==> config.mk <==
export PLATFORM = sky130hd
export DESIGN_NAME = seeb_slave
export DESIGN_NICKNAME = d
export VERILOG_FILES = /design/src/logic/seeb_pkg.sv /design/src/logic/seeb_slave.sv
export SDC_FILE = /design/constraint.sdc
export NUM_CORES = 1
export LEC_CHECK = 0
export BUFFER_PORTS_ARGS = -buffer_cell sky130_fd_sc_hd__buf_2
export CAP_MARGIN = 40
export CELL_PAD_IN_SITES_DETAIL_PLACEMENT = 1
export CELL_PAD_IN_SITES_GLOBAL_PLACEMENT = 1
export CORE_MARGIN = 2
export CORE_UTILIZATION = 46
export CTS_CLUSTER_SIZE = 40
export DETAILED_ROUTE_END_ITERATION = 8
export GPL_TIMING_DRIVEN = 0
export PLACE_DENSITY = 0.87
export SYNTH_ARGS = -nofsm -noshare
export SYNTH_HDL_FRONTEND = slang
export SYNTH_SLANG_ARGS = --single-unit
export TNS_END_PERCENT = 1
==> constraint.sdc <==
create_clock -name i_mclk -period 3.95 [get_ports i_mclk]
set_clock_uncertainty 0.15 [all_clocks]
set_input_delay 0.79 -clock i_mclk [delete_from_list [all_inputs] [get_ports i_mclk]]
set_output_delay 0.79 -clock i_mclk [all_outputs]
set_load 0.005 [all_outputs]
==> src/logic/seeb_pkg.sv <==
// Purpose: constants for the serial memory bus slave front end
// Assumes: system clock of 10 MHz
// Notes:   bus pins are sampled by the system clock
package seeb_pkg;
    localparam logic [3:0]  TYPE_ARRAY    = 4'ha;
    localparam logic [3:0]  TYPE_IDPAGE   = 4'hb;
    localparam logic [2:0]  FN_IDPAGE     = 3'h0;
    localparam logic [2:0]  FN_LOCK       = 3'h2;
    localparam logic [2:0]  FN_UID        = 3'h1;
    localparam int          FN_MSB        = 11;
    localparam int          FN_LSB        = 9;
    localparam logic [3:0]  BITS_PER_BYTE = 4'h8;
    localparam logic [3:0]  ACK_SLOT      = 4'h8;
    localparam int          CLK_HZ        = 10000000;
    localparam int          T_INIT_US     = 10000;
    localparam int          INIT_CYCLES   = (T_INIT_US * (CLK_HZ / 1000000));
    localparam logic [1:0]  SYNC_RST      = 2'h3;
    typedef enum logic [2:0] {SEEB_IDLE, SEEB_DEVADDR, SEEB_WADDR_HI, SEEB_WADDR_LO,
                              SEEB_WDATA, SEEB_RDATA, SEEB_IGNORE} seeb_state_t;
    typedef enum logic [1:0] {SEEB_SEL_ARRAY, SEEB_SEL_IDPAGE, SEEB_SEL_LOCK,
                              SEEB_SEL_UID} seeb_sel_t;
endpackage

==> src/logic/seeb_slave.sv <==
// Purpose: two-wire slave front end of a serial memory
// Assumes: scl and sda far slower than i_mclk; read data supplied by array side
// Notes:   write cycle timing, roll-over and read sequencing live elsewhere
`timescale 1ns/100ps

module seeb_slave #(
    parameter int INIT_CYCLES = seeb_pkg::INIT_CYCLES
) (
    input  wire logic        i_mclk,
    input  wire logic        i_arst_n,
    input  wire logic        i_power_good,
    input  wire logic        i_brownout,
    input  wire logic        i_scl,
    input  wire logic        i_sda,
    output logic             o_sda_out,
    output logic             o_sda_oe_n,
    input  wire logic        i_chip_select_strap_0,
    input  wire logic        i_chip_select_strap_1,
    input  wire logic        i_chip_select_strap_2,
    input  wire logic        i_write_protect,
    input  wire logic        i_id_locked,
    input  wire logic        i_busy,
    input  wire logic [7:0]  i_rd_data,
    output logic             o_rd_next,
    output logic [15:0]      o_word_addr,
    output logic [1:0]       o_sel,
    output logic [6:0]       o_id_offset,
    output logic [3:0]       o_uid_offset,
    output logic             o_rd_mode,
    output logic [7:0]       o_wr_data,
    output logic             o_wr_data_valid,
    output logic             o_program_start,
    output logic             o_standby,
    output logic             o_ready
);
    // ------------------------------------------------------------------
    // pin synchronisers
    // ------------------------------------------------------------------
    // three stages; a change counts when stages two and three agree
    logic [2:0] scl_sync_ff, sda_sync_ff, nxt_scl_sync, nxt_sda_sync;
    logic       scl_ff, sda_ff, nxt_scl, nxt_sda;
    logic       scl_rise, scl_fall, start_det, stop_det;
    logic [8:0] lvl_sync_ff, nxt_lvl_sync;
    logic [2:0] lvl_ff, nxt_lvl;
    logic       wp_sync, brownout_sync, power_good_sync;

    always_comb begin
        nxt_scl_sync = {scl_sync_ff[1:0], i_scl};
        nxt_sda_sync = {sda_sync_ff[1:0], i_sda};
        nxt_scl      = (scl_sync_ff[1] == scl_sync_ff[2]) ? scl_sync_ff[2] : scl_ff;
        nxt_sda      = (sda_sync_ff[1] == sda_sync_ff[2]) ? sda_sync_ff[2] : sda_ff;
        nxt_lvl_sync = {lvl_sync_ff[5:0], i_write_protect, i_brownout, i_power_good};
        nxt_lvl      = (lvl_sync_ff[5:3] & lvl_sync_ff[8:6]) | (lvl_ff & (lvl_sync_ff[5:3] | lvl_sync_ff[8:6]));
    end

    always_ff @(posedge i_mclk or negedge i_arst_n) begin
        if (!i_arst_n) begin
            scl_sync_ff <= 3'h7;
            sda_sync_ff <= 3'h7;
            scl_ff      <= 1'b1;
            sda_ff      <= 1'b1;
            lvl_sync_ff <= 9'h000;
            lvl_ff      <= 3'h0;
        end else begin
            scl_sync_ff <= nxt_scl_sync;
            sda_sync_ff <= nxt_sda_sync;
            scl_ff      <= nxt_scl;
            sda_ff      <= nxt_sda;
            lvl_sync_ff <= nxt_lvl_sync;
            lvl_ff      <= nxt_lvl;
        end
    end

    assign scl_rise  = nxt_scl & ~scl_ff;
    assign scl_fall  = ~nxt_scl & scl_ff;
    assign start_det = scl_ff & nxt_scl & sda_ff & ~nxt_sda;
    assign stop_det  = scl_ff & nxt_scl & ~sda_ff & nxt_sda;
    assign {wp_sync, brownout_sync, power_good_sync} = lvl_ff;

    // ------------------------------------------------------------------
    // power-up hold-off
    // ------------------------------------------------------------------
    // brown-out restarts the wait, so the interface stays dead meanwhile
    logic [23:0] init_cnt_ff, nxt_init_cnt;
    logic        ready_ff, nxt_ready;

    always_comb begin
        nxt_init_cnt = init_cnt_ff;
        nxt_ready    = ready_ff;
        if (brownout_sync || !power_good_sync) begin
            nxt_init_cnt = '0;
            nxt_ready    = 1'b0;
        end else if (!ready_ff) begin
            nxt_init_cnt = init_cnt_ff + 24'h1;
            nxt_ready    = (init_cnt_ff >= 24'(INIT_CYCLES - 1));
        end
    end

    always_ff @(posedge i_mclk or negedge i_arst_n) begin
        if (!i_arst_n) begin
            init_cnt_ff <= '0;
            ready_ff    <= 1'b0;
        end else begin
            init_cnt_ff <= nxt_init_cnt;
            ready_ff    <= nxt_ready;
        end
    end

    // ------------------------------------------------------------------
    // protocol engine
    // ------------------------------------------------------------------
    seeb_pkg::seeb_state_t state_ff, nxt_state;
    logic [3:0]  bit_cnt_ff, nxt_bit_cnt;
    logic [7:0]  shift_ff, nxt_shift, rx_byte;
    logic [15:0] waddr_ff, nxt_waddr;
    logic [3:0]  type_ff, nxt_type;
    logic        rd_ff, nxt_rd, ack_ff, nxt_ack;
    logic        drive_ff, nxt_drive, dout_ff, nxt_dout;
    logic        wrote_ff, nxt_wrote;
    logic [7:0]  wdata_ff, nxt_wdata;
    logic        wvalid_ff, nxt_wvalid, prog_ff, nxt_prog, rdnext_ff, nxt_rdnext;
    logic [2:0]  straps;
    logic [2:0]  fn;
    logic        wr_ok;

    assign straps  = {i_chip_select_strap_2, i_chip_select_strap_1, i_chip_select_strap_0};
    assign rx_byte = {shift_ff[6:0], sda_ff};
    assign fn      = waddr_ff[seeb_pkg::FN_MSB:seeb_pkg::FN_LSB];
    // data acceptance: protect pin vetoes all writes, id lock vetoes id page writes only
    assign wr_ok   = !wp_sync &&
                     !(type_ff == seeb_pkg::TYPE_IDPAGE && i_id_locked);

    always_comb begin
        nxt_state   = state_ff;
        nxt_bit_cnt = bit_cnt_ff;
        nxt_shift   = shift_ff;
        nxt_waddr   = waddr_ff;
        nxt_type    = type_ff;
        nxt_rd      = rd_ff;
        nxt_ack     = ack_ff;
        nxt_drive   = drive_ff;
        nxt_dout    = dout_ff;
        nxt_wrote   = wrote_ff;
        nxt_wdata   = wdata_ff;
        nxt_wvalid  = 1'b0;
        nxt_prog    = 1'b0;
        nxt_rdnext  = 1'b0;
        if (!ready_ff || brownout_sync) begin
            nxt_state = seeb_pkg::SEEB_IDLE;
            nxt_drive = 1'b0;
            nxt_wrote = 1'b0;
        end else if (start_det) begin
            nxt_state   = seeb_pkg::SEEB_DEVADDR;
            nxt_bit_cnt = '0;
            nxt_drive   = 1'b0;
            nxt_wrote   = 1'b0;
        end else if (stop_det) begin
            nxt_prog  = wrote_ff && !rd_ff;
            nxt_state = seeb_pkg::SEEB_IDLE;
            nxt_drive = 1'b0;
            nxt_wrote = 1'b0;
        end else if (state_ff != seeb_pkg::SEEB_IDLE && state_ff != seeb_pkg::SEEB_IGNORE) begin
            if (scl_rise) begin
                if (bit_cnt_ff < seeb_pkg::ACK_SLOT) begin
                    nxt_shift   = rx_byte;
                    nxt_bit_cnt = bit_cnt_ff + 4'h1;
                end else begin
                    // ninth clock: master's ack decides whether reading goes on
                    nxt_bit_cnt = '0;
                    if (state_ff == seeb_pkg::SEEB_RDATA && sda_ff)
                        nxt_state = seeb_pkg::SEEB_IGNORE;
                end
            end else if (scl_fall) begin
                if (bit_cnt_ff == seeb_pkg::BITS_PER_BYTE) begin
                    nxt_ack = 1'b0;
                    case (state_ff)
                        seeb_pkg::SEEB_DEVADDR: begin
                            nxt_type = shift_ff[7:4];
                            nxt_rd   = shift_ff[0];
                            nxt_ack  = (shift_ff[7:4] == seeb_pkg::TYPE_ARRAY ||
                                        shift_ff[7:4] == seeb_pkg::TYPE_IDPAGE) &&
                                       shift_ff[3:1] == straps && !i_busy;
                            nxt_state = !nxt_ack ? seeb_pkg::SEEB_IGNORE :
                                        shift_ff[0] ? seeb_pkg::SEEB_RDATA : seeb_pkg::SEEB_WADDR_HI;
                            nxt_rdnext = nxt_ack && shift_ff[0];
                        end
                        seeb_pkg::SEEB_WADDR_HI: begin
                            nxt_waddr[15:8] = shift_ff;
                            nxt_ack   = 1'b1;
                            nxt_state = seeb_pkg::SEEB_WADDR_LO;
                        end
                        seeb_pkg::SEEB_WADDR_LO: begin
                            nxt_waddr[7:0] = shift_ff;
                            nxt_ack   = 1'b1;
                            nxt_state = seeb_pkg::SEEB_WDATA;
                        end
                        seeb_pkg::SEEB_WDATA: begin
                            nxt_ack = wr_ok;
                            if (wr_ok) begin
                                nxt_wdata  = shift_ff;
                                nxt_wvalid = 1'b1;
                                nxt_wrote  = 1'b1;
                            end
                        end
                        seeb_pkg::SEEB_RDATA: begin
                            nxt_rdnext = 1'b1;
                        end
                        default: nxt_state = seeb_pkg::SEEB_IGNORE;
                    endcase
                    nxt_drive = nxt_ack;
                    nxt_dout  = 1'b0;
                end else if (state_ff == seeb_pkg::SEEB_RDATA) begin
                    // bit_cnt 0..7 after ninth clock: present read bits
                    nxt_drive = 1'b1;
                    nxt_dout  = i_rd_data[3'(7 - bit_cnt_ff)];
                end else begin
                    nxt_drive = 1'b0;
                end
            end
        end
    end

    always_ff @(posedge i_mclk or negedge i_arst_n) begin
        if (!i_arst_n) begin
            state_ff   <= seeb_pkg::SEEB_IDLE;
            bit_cnt_ff <= '0;
            shift_ff   <= '0;
            waddr_ff   <= '0;
            type_ff    <= '0;
            rd_ff      <= 1'b0;
            ack_ff     <= 1'b0;
            drive_ff   <= 1'b0;
            dout_ff    <= 1'b1;
            wrote_ff   <= 1'b0;
            wdata_ff   <= '0;
            wvalid_ff  <= 1'b0;
            prog_ff    <= 1'b0;
            rdnext_ff  <= 1'b0;
        end else begin
            state_ff   <= nxt_state;
            bit_cnt_ff <= nxt_bit_cnt;
            shift_ff   <= nxt_shift;
            waddr_ff   <= nxt_waddr;
            type_ff    <= nxt_type;
            rd_ff      <= nxt_rd;
            ack_ff     <= nxt_ack;
            drive_ff   <= nxt_drive;
            dout_ff    <= nxt_dout;
            wrote_ff   <= nxt_wrote;
            wdata_ff   <= nxt_wdata;
            wvalid_ff  <= nxt_wvalid;
            prog_ff    <= nxt_prog;
            rdnext_ff  <= nxt_rdnext;
        end
    end

    // ------------------------------------------------------------------
    // outputs and address decode
    // ------------------------------------------------------------------
    always_comb begin
        o_sel = seeb_pkg::SEEB_SEL_ARRAY;
        if (type_ff == seeb_pkg::TYPE_IDPAGE) begin
            if (fn == seeb_pkg::FN_LOCK && !rd_ff)
                o_sel = seeb_pkg::SEEB_SEL_LOCK;
            else if (fn == seeb_pkg::FN_UID && rd_ff)
                o_sel = seeb_pkg::SEEB_SEL_UID;
            else
                o_sel = seeb_pkg::SEEB_SEL_IDPAGE;
        end
    end

    assign o_sda_out       = 1'b0;
    assign o_sda_oe_n      = !(drive_ff && !dout_ff);
    assign o_word_addr     = waddr_ff;
    assign o_id_offset     = waddr_ff[6:0];
    assign o_uid_offset    = waddr_ff[3:0];
    assign o_rd_mode       = rd_ff;
    assign o_wr_data       = wdata_ff;
    assign o_wr_data_valid = wvalid_ff;
    assign o_program_start = prog_ff;
    assign o_rd_next       = rdnext_ff;
    assign o_standby       = (state_ff == seeb_pkg::SEEB_IDLE) || (state_ff == seeb_pkg::SEEB_IGNORE);
    assign o_ready         = ready_ff;

    // ------------------------------------------------------------------
    // checks
    // ------------------------------------------------------------------
    property p_silent_idle;
        @(posedge i_mclk) disable iff (!i_arst_n)
        (state_ff == seeb_pkg::SEEB_IDLE) |-> o_sda_oe_n;
    endproperty
    a_silent_idle: assert property (p_silent_idle) else $error("sda driven while idle");
    property p_start_enters;
        @(posedge i_mclk) disable iff (!i_arst_n)
        (start_det && ready_ff && !brownout_sync) |=> (state_ff == seeb_pkg::SEEB_DEVADDR && bit_cnt_ff == 4'h0);
    endproperty
    a_start_enters: assert property (p_start_enters) else $error("start not taken");
    property p_stop_idles;
        @(posedge i_mclk) disable iff (!i_arst_n)
        stop_det |=> (state_ff == seeb_pkg::SEEB_IDLE);
    endproperty
    a_stop_idles: assert property (p_stop_idles) else $error("stop did not end transfer");
    property p_prog_write;
        @(posedge i_mclk) disable iff (!i_arst_n)
        o_program_start |-> $past(wrote_ff) && !$past(rd_ff);
    endproperty
    a_prog_write: assert property (p_prog_write) else $error("program without write");
    property p_drive_on_fall;
        @(posedge i_mclk) disable iff (!i_arst_n)
        $changed(o_sda_oe_n) && ready_ff |-> !scl_ff || $past(start_det || stop_det);
    endproperty
    a_drive_on_fall: assert property (p_drive_on_fall) else $error("sda changed with scl high");
    property p_wp_no_data;
        @(posedge i_mclk) disable iff (!i_arst_n)
        wp_sync && $past(wp_sync) |-> !o_wr_data_valid;
    endproperty
    a_wp_no_data: assert property (p_wp_no_data) else $error("data taken while protected");
    property p_brownout_silent;
        @(posedge i_mclk) disable iff (!i_arst_n)
        brownout_sync |=> o_sda_oe_n && !o_ready;
    endproperty
    a_brownout_silent: assert property (p_brownout_silent) else $error("active during brown-out");
    property p_bad_addr_nack;
        @(posedge i_mclk) disable iff (!i_arst_n)
        (state_ff == seeb_pkg::SEEB_DEVADDR && scl_fall && bit_cnt_ff == 4'h8 &&
         shift_ff[3:1] != straps) |=> o_sda_oe_n && o_standby;
    endproperty
    a_bad_addr_nack: assert property (p_bad_addr_nack) else $error("acked wrong address");
endmodule // seeb_slave

==> results of run 1 <==
[registers in the layout (all words and copies together) (netlist names)]
register         count
dout_ff              1
wrote_ff             1
scl_sync_ff          3
o_rd_next            1
lvl_ff               3
bit_cnt_ff           4
o_word_addr         16
o_ready              1
o_wr_data            8
o_program_start      1
shift_ff             8
drive_ff             1
type_ff              4
state_ff             3
scl_ff               1
lvl_sync_ff          9
sda_sync_ff          3
o_wr_data_valid      1
o_rd_mode            1
init_cnt_ff         24
sda_ff               1
[cell type report]
class	count	area, µm²
fillers	1087	4460
flip-flops and latches	95	2390
multi-input cells	247	1960
repair buffers	64	345
plain buffers	29	191
well taps	133	166
clock buffers	9	124
clock inverters	7	61.3
inverters	9	33.8
[path summary, 6_finish.rpt]
path / cells past startpoint / slack [ns] / end
worst max-delay path: 10 / 0.86 / o_word_addr[6]$_DFFE_PN0P_
worst min register to register: 0 / 0.20 / lvl_sync_ff[3]$_DFF_PN0_
worst min-delay path: 0 / 0.20 / lvl_sync_ff[3]$_DFF_PN0_
worst max register to register: 10 / 0.86 / o_word_addr[6]$_DFFE_PN0P_
min in group asynchronous: 1 / 0.23 / o_wr_data[1]$_DFFE_PN0P_
max in group asynchronous: 2 / 2.71 / sda_sync_ff[0]$_DFF_PN1_
[synthesized netlist by cell type (3+ instances only)]
cell      count  share of area
a211oi_1      3         0.0049
a21o_1        4         0.0066
a21oi_1      12          0.013
and3_1        3         0.0041
buf_2         3         0.0033
buf_4        13          0.021
buf_6         4         0.0098
clkbuf_1      7         0.0057
dfrtp_1      86           0.47
dfstp_2       9          0.052
ha_1          6          0.016
inv_1         9         0.0074
maj3_1        4         0.0087
mux2_2       16          0.039
mux2_4       24          0.079
nand2_1      13          0.011
nand2b_1      9          0.012
nand3_1      14          0.015
nand3b_1      4         0.0066
nand4_1       7         0.0096
nor2_1       22          0.018
nor2b_1       6         0.0082
nor3_1       10          0.011
nor4_1        5         0.0068
o211ai_1      6         0.0098
o21ai_0       9         0.0098
or3_1         5         0.0068
or4_1        12          0.020
xnor2_1      12          0.023
xor2_1        3         0.0057
[kinds of logic after synthesis]
family	count (synthesis)
AO/OA/AOI/OAI	56
XOR/XNOR	15
adder cells (fa/ha/maj)	10
buffers and inverters	38
flip-flops	95
multiplexers	43
other	1
AND/OR/NAND/NOR	122
[per-layer routing]
metal / up-vias / part of all wire
met4: 0 / 0.020
met2: 89 / 0.52
met1: 1719 / 0.41
li1: 1536 / -
met3: 23 / 0.046
met5: - / 0
[stage by stage]
step / utilization / total power, mW / instances / setup slack [ns] / instance area, µm²
after floorplan: - / 1.05 / 380 / 1.20 / 4580
after global placement: 0.520 / 1.09 / 576 / 0.991 / 5060
after detailed placement: 0.523 / 1.10 / 577 / 0.888 / 5090
after CTS: 0.542 / 1.73 / 593 / 0.869 / 5270
after global routing: 0.542 / 1.78 / 593 / 0.678 / 5270
final: 0.542 / 1.71 / 593 / 0.857 / 5270
[cells in the final DEF (no fill, tap or decap), types with 10 or more instances in the layout]
cell	count
buf_2	65
nand3_1	14
nor2_1	22
or4_1	12
nand2_1	13
mux2_2	16
nor3_1	10
dfrtp_1	86
buf_4	14
mux2_4	24
xnor2_1	12
a21oi_1	12
[worst reg2reg max path, delay by kind of cell (launching register included)]
family	cells	cell delay, ns
AND/OR/NAND/NOR	3	1.06
flip-flops	1	0.58
buffers and inverters	3	0.44
multiplexers	1	0.32
adder cells (fa/ha/maj)	1	0.23
AO/OA/AOI/OAI	2	0.22
[report_power, final]
| part | total (mW) | switching [mW] | internal, mW |
|---|---|---|---|
| Clock | 0.624 | 0.383 | 0.241 |
| Sequential | 1.00 | 0.0136 | 0.991 |
| Combinational | 0.0771 | 0.0488 | 0.0284 |
| Total | 1.71 | 0.445 | 1.26 |
==> flow_summary_export.csv, run 1 <==
group,metric,value,unit
status,status,"completed",
power,ir_worst_vdd,127,µV
global_route,antenna_found_initial,0,
global_route,grt_pass1_vias,3707,
global_route,grt_first_pass_wirelength,18.4,mm
logic_synthesis,synth_fa_ha_area_frac,0.0252,
clocking,cts_max_level,3,
global_route,gr-max-usage-layer,"met2",
critical_path,critical_path.most_common_cell,"buf_6",
placed_design,dpl.hpwl,7.98,mm
critical_path,crit_fanout,10,
critical_path,path_cells,"a21o_1 -> o21ai_0 -> inv_1 -> ha_1 -> nor4bb_1 -> or3_4 -> buf_6 -> or3_1 -> buf_6 -> mux2_4",
critical_path,crit_family,"simple AND/OR/NAND/NOR gates",
route,drtIter0Drc,152,
global_route,grt_util_met3,0.0535,
placed_design,place.gp.congestion,0.850,
clocking,cts_hold_buffers,0,
clocking,cts_made_buffers,9,
run,drv_cap,0,
sta,fmax,0.323,GHz
clocking,clock_latency,0.38,ns
sta,setup_viol,0,
sta,period_needed,3.09,ns
layout,syn_to_final_growth,15.2,%
sta,slew_headroom,0.542,
min_path,worst_hold_path_type,"flip-flop to flip-flop",
route,dr_total_vias,3367,
sta,whs,0.200,ns
layout,drive_gt1_frac,0.343,
logic_synthesis,ys.flop_type,"dfrtp_1",
global_route,use_met1,0.248,
route,dr.pass1.iters,4,
floorplanning,die_h,104,µm
clocking,clock_tree.buffer_depth,2,
clocking,postCtsSetupBuffers,0,
logic_synthesis,postSynthAreaPerCell,12.0,µm²
route,drc,0,
critical_path,crit_slowest_cell,"nor4bb_1",
floorplanning,core-area,9730,µm²
critical_path,cp-start-kind,"flip-flop",
critical_path,required,4.07,ns
critical_path,worst_setup_path_end_kind,"flip-flop",
sta,fin_tns_setup,0,ns
global_route,grt.overflow.total,0,
sta,fin_crit_sh,0.783,
sta,rsz0062_at_grt,"false",
logic_synthesis,synth_top_family_by_area,"simple AND/OR/NAND/NOR gates",
logic_synthesis,async_reset_ff_frac,1.00,
sta,hold_viol_final,0,
route,avgRoutedWirePerCell,18.6,µm
layout,nets,481,
global_route,grt_max_degree,55,
floorplanning,start_util,0.470,
critical_path,critical_path_class,"flip-flop to flip-flop",
sta,worst_pin_slew,0.677,ns
critical_path,cpPeakStageDelay,0.64,ns
critical_path,worst-endpoint-arrival,3.21,ns
logic_synthesis,synth-edff-count,0,
floorplanning,fp-row-count,36,
clocking,ctsResizeCount,0,
critical_path,crit_buf_inv,3,
critical_path,critPathLaunch,"scl_ff$_DFF_PN1_",
logic_synthesis,synth_area,4580,µm²
logic_synthesis,synth-seq-area-share,0.522,
clocking,cts_sinks,95,
floorplanning,ios,65,
critical_path,reg2reg_from,"scl_ff$_DFF_PN1_",
logic_synthesis,synth_seq_cells,95,
route,wirelength,11.0,mm
floorplanning,die_x,104,µm
logic_synthesis,synth_compound_area_frac,0.0861,
clocking,root_buffer,"clkbuf_8",
global_route,track_usage,0.215,
placed_design,port_buffers,63,
logic_synthesis,ys_types,60,
global_route,use_met2,0.386,
layout,diodes,0,
clocking,clkTransAtPathRegs,0.11,ns
power,p_leak,2.51,nW
logic_synthesis,yosys.area_share.simple,0.158,
logic_synthesis,yosys_warnings,0,
clocking,cts_tree,"yes",
logic_synthesis,synthCells,380,
logic_synthesis,synth-xor-area-share,0.0287,
power,power_density,323,nW/µm²
floorplanning,die_area,10800,µm²
logic_synthesis,synth_nets,406,
min_path,hold_start,"lvl_sync_ff[0]$_DFF_PN0_",
logic_synthesis,synthMuxAreaShare,0.130,
route,via_per_inst,5.68,
sta,drv_slew,0,
route,ant_nets,0,
Note: power is estimated with default switching activity, not from simulation.
==> inputs of run 2 (changes only) <==
- clock period: 3.95 -> 3 ns (I/O delays scaled with it)
==> run 2 against run 1 <==
Highest routed layer unchanged. Non-clock buffer count did not move. Sequential share of layout area fell by 0.14 points. Sequential power rose by 32%. Register-to-register slack got worse by 0.78 ns.
==> flow_summary_export.csv, run 2 (synthesis results as in run 1) <==
group,metric,value,unit
status,status,"completed",
layout,diodes,0,
layout,drive_gt1_frac,0.354,
floorplanning,core-area,9730,µm²
clocking,cts_tree,"yes",
layout,largest_register_ff_count,24,
layout,regMostFlops,"init_cnt_ff",
sta,slew_headroom,0.540,
route,via_per_inst,5.68,
power,power_density,425,nW/µm²
sta,fmax,0.342,GHz
global_route,use_met2,0.389,
critical_path,critical_path_class,"flip-flop to flip-flop",
global_route,grt_first_pass_wirelength,18.5,mm
layout,final_common_cell,"dfrtp_1",
power,power.total,2.25,mW
clocking,cts_made_buffers,9,
clocking,clock_tree.buffer_depth,2,
power,power.share.clock,0.366,
sta,drv_slew,0,
floorplanning,die_area,10800,µm²
power,p_int,1.66,mW
route,drc,0,
placed_design,port_buffers,63,
route,dr.pass1.iters,4,
global_route,grt.overflow.total,0,
critical_path,cp-start-kind,"flip-flop",
clocking,cts_sinks,95,
power,pwr-share-seq,0.588,
sta,fin_crit_sh,0.974,
sta,worst_pin_slew,0.684,ns
clocking,cts_max_level,3,
route,avgRoutedWirePerCell,18.6,µm
critical_path,worst_setup_path_end_kind,"flip-flop",
sta,hold_viol_final,0,
power,power_frac_comb,0.046,
floorplanning,die_h,104,µm
min_path,worst_hold_path_type,"primary input to asynchronous set/reset pin",
power,p_leak,2.52,nW
route,dr_total_vias,3370,
global_route,grt_max_degree,55,
placed_design,post_dp_cell_area,5090,µm²
floorplanning,fp-row-count,36,
clocking,root_buffer,"clkbuf_8",
sta,period_needed,2.92,ns
layout,nets,481,
critical_path,required,3.12,ns
clocking,clock_latency,0.38,ns
floorplanning,die_x,104,µm
global_route,gr-max-usage-layer,"met2",
clocking,cts_hold_buffers,0,
layout,syn_to_final_growth,15.6,%
power,switching_power,0.589,mW
placed_design,place.gp.congestion,0.850,
layout,final_area,5290,µm²
critical_path,crit_fanout,10,
placed_design,dpl.hpwl,7.98,mm
route,ant_nets,0,
global_route,antenna_found_initial,0,
run,drv_cap,0,
floorplanning,ios,65,
clocking,clkTransAtPathRegs,0.11,ns
layout,layout_common_cells,"dfrtp_1, buf_2, mux2_4",
route,drtIter0Drc,161,
clocking,postCtsSetupBuffers,0,
power,switching_share,0.262,
critical_path,worst-endpoint-arrival,3.04,ns
global_route,grt_util_met3,0.0535,
power,ir_worst_vdd,165,µV
sta,rsz0062_at_grt,"true",
global_route,use_met1,0.248,
floorplanning,start_util,0.470,
sta,setup_viol,0,
route,wirelength,11.0,mm
global_route,grt_pass1_vias,3713,
global_route,track_usage,0.216,
## run 2: worst paths after layout
check	cells past startpoint	to	from	slack, ns
setup / recovery	10	o_word_addr[2]$_DFFE_PN0P_	scl_ff$_DFF_PN1_	0.08
setup reg to reg	10	o_word_addr[2]$_DFFE_PN0P_	scl_ff$_DFF_PN1_	0.08
hold reg to reg	0	lvl_sync_ff[3]$_DFF_PN0_	lvl_sync_ff[0]$_DFF_PN0_	0.20
max in group asynchronous	2	scl_sync_ff[1]$_DFF_PN1_	i_arst_n	1.95
hold / removal	1	o_wr_data[1]$_DFFE_PN0P_	i_arst_n	0.04
min in group i_mclk	1	lvl_sync_ff[1]$_DFF_PN0_	i_brownout	0.17
## run 2: per-layer routing
metal | routed length (µm) | part of all wire
met1 | 4510 | 0.41
met3 | 465 | 0.042
met5 | 0 | 0
met2 | 5850 | 0.53
met4 | 225 | 0.020
## run 2: critical path: stages, from the launching register on
cell,delay (ns)
dfstp_2,0.40
a21o_1,0.17
o21ai_0,0.10
inv_1,0.12
ha_2,0.21
and4b_4,0.22
or3_4,0.39
buf_6,0.16
or3_1,0.40
buf_6,0.17
mux2_4,0.30
## run 2: metrics by stage
stage / setup TNS [ns] / cells / hold WS (ns) / setup WS, ns / utilization
3_5_place_dp: -0.510 / 577 / 0.186 / -0.0623 / 0.523
3_3_place_gp: 0 / 576 / 0.184 / 0.0408 / 0.520
2_1_floorplan: 0 / 380 / 0.154 / 0.246 / -
4_1_cts: 0 / 593 / 0.0472 / 0.0118 / 0.543
5_1_grt: -0.695 / 593 / 0.0637 / -0.0470 / 0.544
6_report: 0 / 593 / 0.0390 / 0.0765 / 0.544
## run 2: final cells by class
cell class	count	area, µm²
clock buffer	9	124
inverter	9	33.8
clock inverter	7	61.3
tap	133	166
fill	1083	4440
sequential	95	2390
buffer	29	193
multi-input combinational	247	1980
timing repair buffer	64	345
## run 2: timing repair
action                                  in CTS  in global routing
endpoints found under the setup margin      16                 37
pin swaps                                    0                  0
resized for setup                            2                  5
## run 2: power groups by stage
| stage | Sequential, mW | Clock [mW] | Combinational [mW] |
|---|---|---|---|
| after floorplan | 1.34 | 0 | 0.0454 |
| after global placement | 1.35 | 0 | 0.0931 |
| after detailed placement | 1.35 | 0 | 0.103 |
| after CTS | 1.32 | 0.852 | 0.105 |
| after global routing | 1.33 | 0.905 | 0.117 |
| final | 1.32 | 0.823 | 0.104 |
==> inputs of run 3 (changes only) <==
- CORE_UTILIZATION: 46 -> 49
- PLACE_DENSITY: 0.87 -> 0.91
- clock period: 3 -> 3.5 ns (I/O delays scaled with it)
==> run 3 against run 2 <==
Final cell count down 3.7%. Global-route usage increased by 0.37 points. Combinational power decreased by 16%. Power decreased by 14%. Sequential power fell by 14%. Non-clock buffer count unchanged. Largest power group unchanged. Via count down 3.1%. Largest cell class unchanged.
==> flow_summary_export.csv, run 3 (synthesis results as in run 1) <==
group,metric,value,unit
sta,setup_ws,0.379,ns
critical_path,reg2reg_from,"scl_ff$_DFF_PN1_",
sta,setup_viol,0,
power,ir_worst_vdd,173,µV
critical_path,worst_setup_path_end_kind,"flip-flop",
global_route,grt_pass1_vias,3464,
placed_design,post_dp_cell_area,5060,µm²
critical_path,cp-endpoint,"o_wr_data[2]$_DFFE_PN0P_",
floorplanning,fp-row-count,35,
layout,final_core_util,0.574,
layout,drive_gt1_frac,0.343,
layout,final_common_cell,"dfrtp_1",
sta,worst_pin_slew,0.719,ns
clocking,clkTransAtPathRegs,0.10,ns
sta,drv_slew,0,
route,wirelength,10.5,mm
critical_path,critPathLaunch,"scl_ff$_DFF_PN1_",
layout,fin_cells,571,
floorplanning,die_x,101,µm
clocking,cts_sinks,95,
route,drtIter0Drc,136,
clocking,clock_tree.buffer_depth,2,
critical_path,worst-endpoint-arrival,3.23,ns
power,power.total,1.94,mW
critical_path,critical_path_class,"flip-flop to flip-flop",
sta,hold_viol_final,0,
layout,fillers,984,
sta,fmax,0.320,GHz
route,dr.pass1.iters,4,
placed_design,place.gp.congestion,0.815,
layout,final_area,5260,µm²
clocking,cts_max_level,3,
clocking,ctsResizeCount,0,
placed_design,port_buffers,63,
status,status,"completed",
floorplanning,ios,65,
sta,slew_headroom,0.514,
sta,fin_crit_sh,0.892,
layout,seq_area,2390,µm²
sta,rsz0062_at_grt,"false",
placed_design,place_inst,555,
global_route,grt_first_pass_wirelength,17.3,mm
layout,nets,481,
global_route,grt.overflow.total,0,
clocking,clock_latency,0.38,ns
clocking,cts_made_buffers,9,
layout,regMostFlops,"init_cnt_ff",
critical_path,required,3.61,ns
route,dr_total_vias,3267,
critical_path,reg2reg_depth,10,
layout,largest_register_ff_count,24,
power,p_leak,2.52,nW
route,avgRoutedWirePerCell,18.4,µm
clocking,root_buffer,"clkbuf_8",
route,drc,0,
critical_path,crit_fanout,9,
run,drv_cap,0,
layout,layout_common_cells,"dfrtp_1, buf_2, mux2_4",
clocking,cts_hold_buffers,0,
sta,whs,0.0971,ns
layout,syn_to_final_growth,14.8,%
critical_path,cp-start-kind,"flip-flop",
global_route,grt_max_degree,65,
route,ant_nets,0,
layout,diodes,0,
sta,period_needed,3.12,ns
clocking,postCtsSetupBuffers,0,
placed_design,pre_cts_slack,0.388,ns
power,power_density,369,nW/µm²
floorplanning,core-area,9150,µm²
floorplanning,die_area,10100,µm²
sta,fin_tns_setup,0,ns
global_route,track_usage,0.219,
floorplanning,die_h,101,µm
min_path,worst_hold_path_type,"primary input to asynchronous set/reset pin",
global_route,antenna_found_initial,0,
critical_path,r2r-end,"o_wr_data[2]$_DFFE_PN0P_",
layout,multi_input_area,1960,µm²
floorplanning,start_util,0.500,
route,via_per_inst,5.72,
critical_path,rrSetupSlack,0.38,ns
clocking,cts_tree,"yes",
placed_design,dpl.hpwl,7.52,mm
==> run 3: cell count changes in the layout (fill, tap and decap cells not counted), sizes merged <==
cell	before	now
inv	13	14
clkinvlp	2	1
==> run 3: worst min path at each step <==
stage	cells after the start	slack (ns)	to	start
after detailed placement	0	0.19	lvl_sync_ff[3]$_DFF_PN0_	lvl_sync_ff[0]$_DFF_PN0_
final	1	0.1	o_wr_data[1]$_DFFE_PN0P_	i_arst_n
after global placement	0	0.18	lvl_sync_ff[5]$_DFF_PN0_	lvl_sync_ff[2]$_DFF_PN0_
after global routing	1	0.12	o_wr_data[1]$_DFFE_PN0P_	i_arst_n
after CTS	1	0.11	o_wr_data[1]$_DFFE_PN0P_	i_arst_n
after floorplan	0	0.18	lvl_sync_ff[3]$_DFF_PN0_	lvl_sync_ff[0]$_DFF_PN0_
==> run 3: layout make-up <==
type,instances,area share
Buffer,29,0.0364
Clock buffer,9,0.0236
Clock inverter,7,0.0133
Inverter,9,0.00643
Multi-Input combinational cell,247,0.374
Sequential cell,95,0.455
Tap cell,111,0.0264
Timing Repair Buffer,64,0.0657
==> run 3: power by group <==
group	total [mW]	switching, mW	leakage, nW	internal [mW]
sequential	1.13	0.0146	1.27	1.12
clock	0.719	0.439	0.0959	0.280
combinational	0.0876	0.0557	1.15	0.0320
total	1.94	0.509	2.52	1.43
==> run 3: layer usage <==
| metal | global-route usage | vias to the layer above | share of wire |
|---|---|---|---|
| li1 | - | 1529 | - |
| met1 | 0.267 | 1648 | 0.43 |
| met2 | 0.390 | 74 | 0.51 |
| met3 | 0.0451 | 16 | 0.038 |
| met4 | 0.0685 | 0 | 0.014 |
| met5 | 0 | - | 0 |
==> run 3: worst max-delay path, stage by stage, from the launching register on <==
cell and delay (ns):
dfstp_2 0.40, a21o_1 0.17, o21ai_0 0.10, inv_1 0.12, ha_1 0.19, clkbuf_1 0.22, nor2b_1 0.31, o21ai_0 0.30
or4_1 0.57, buf_6 0.18, mux2_4 0.30
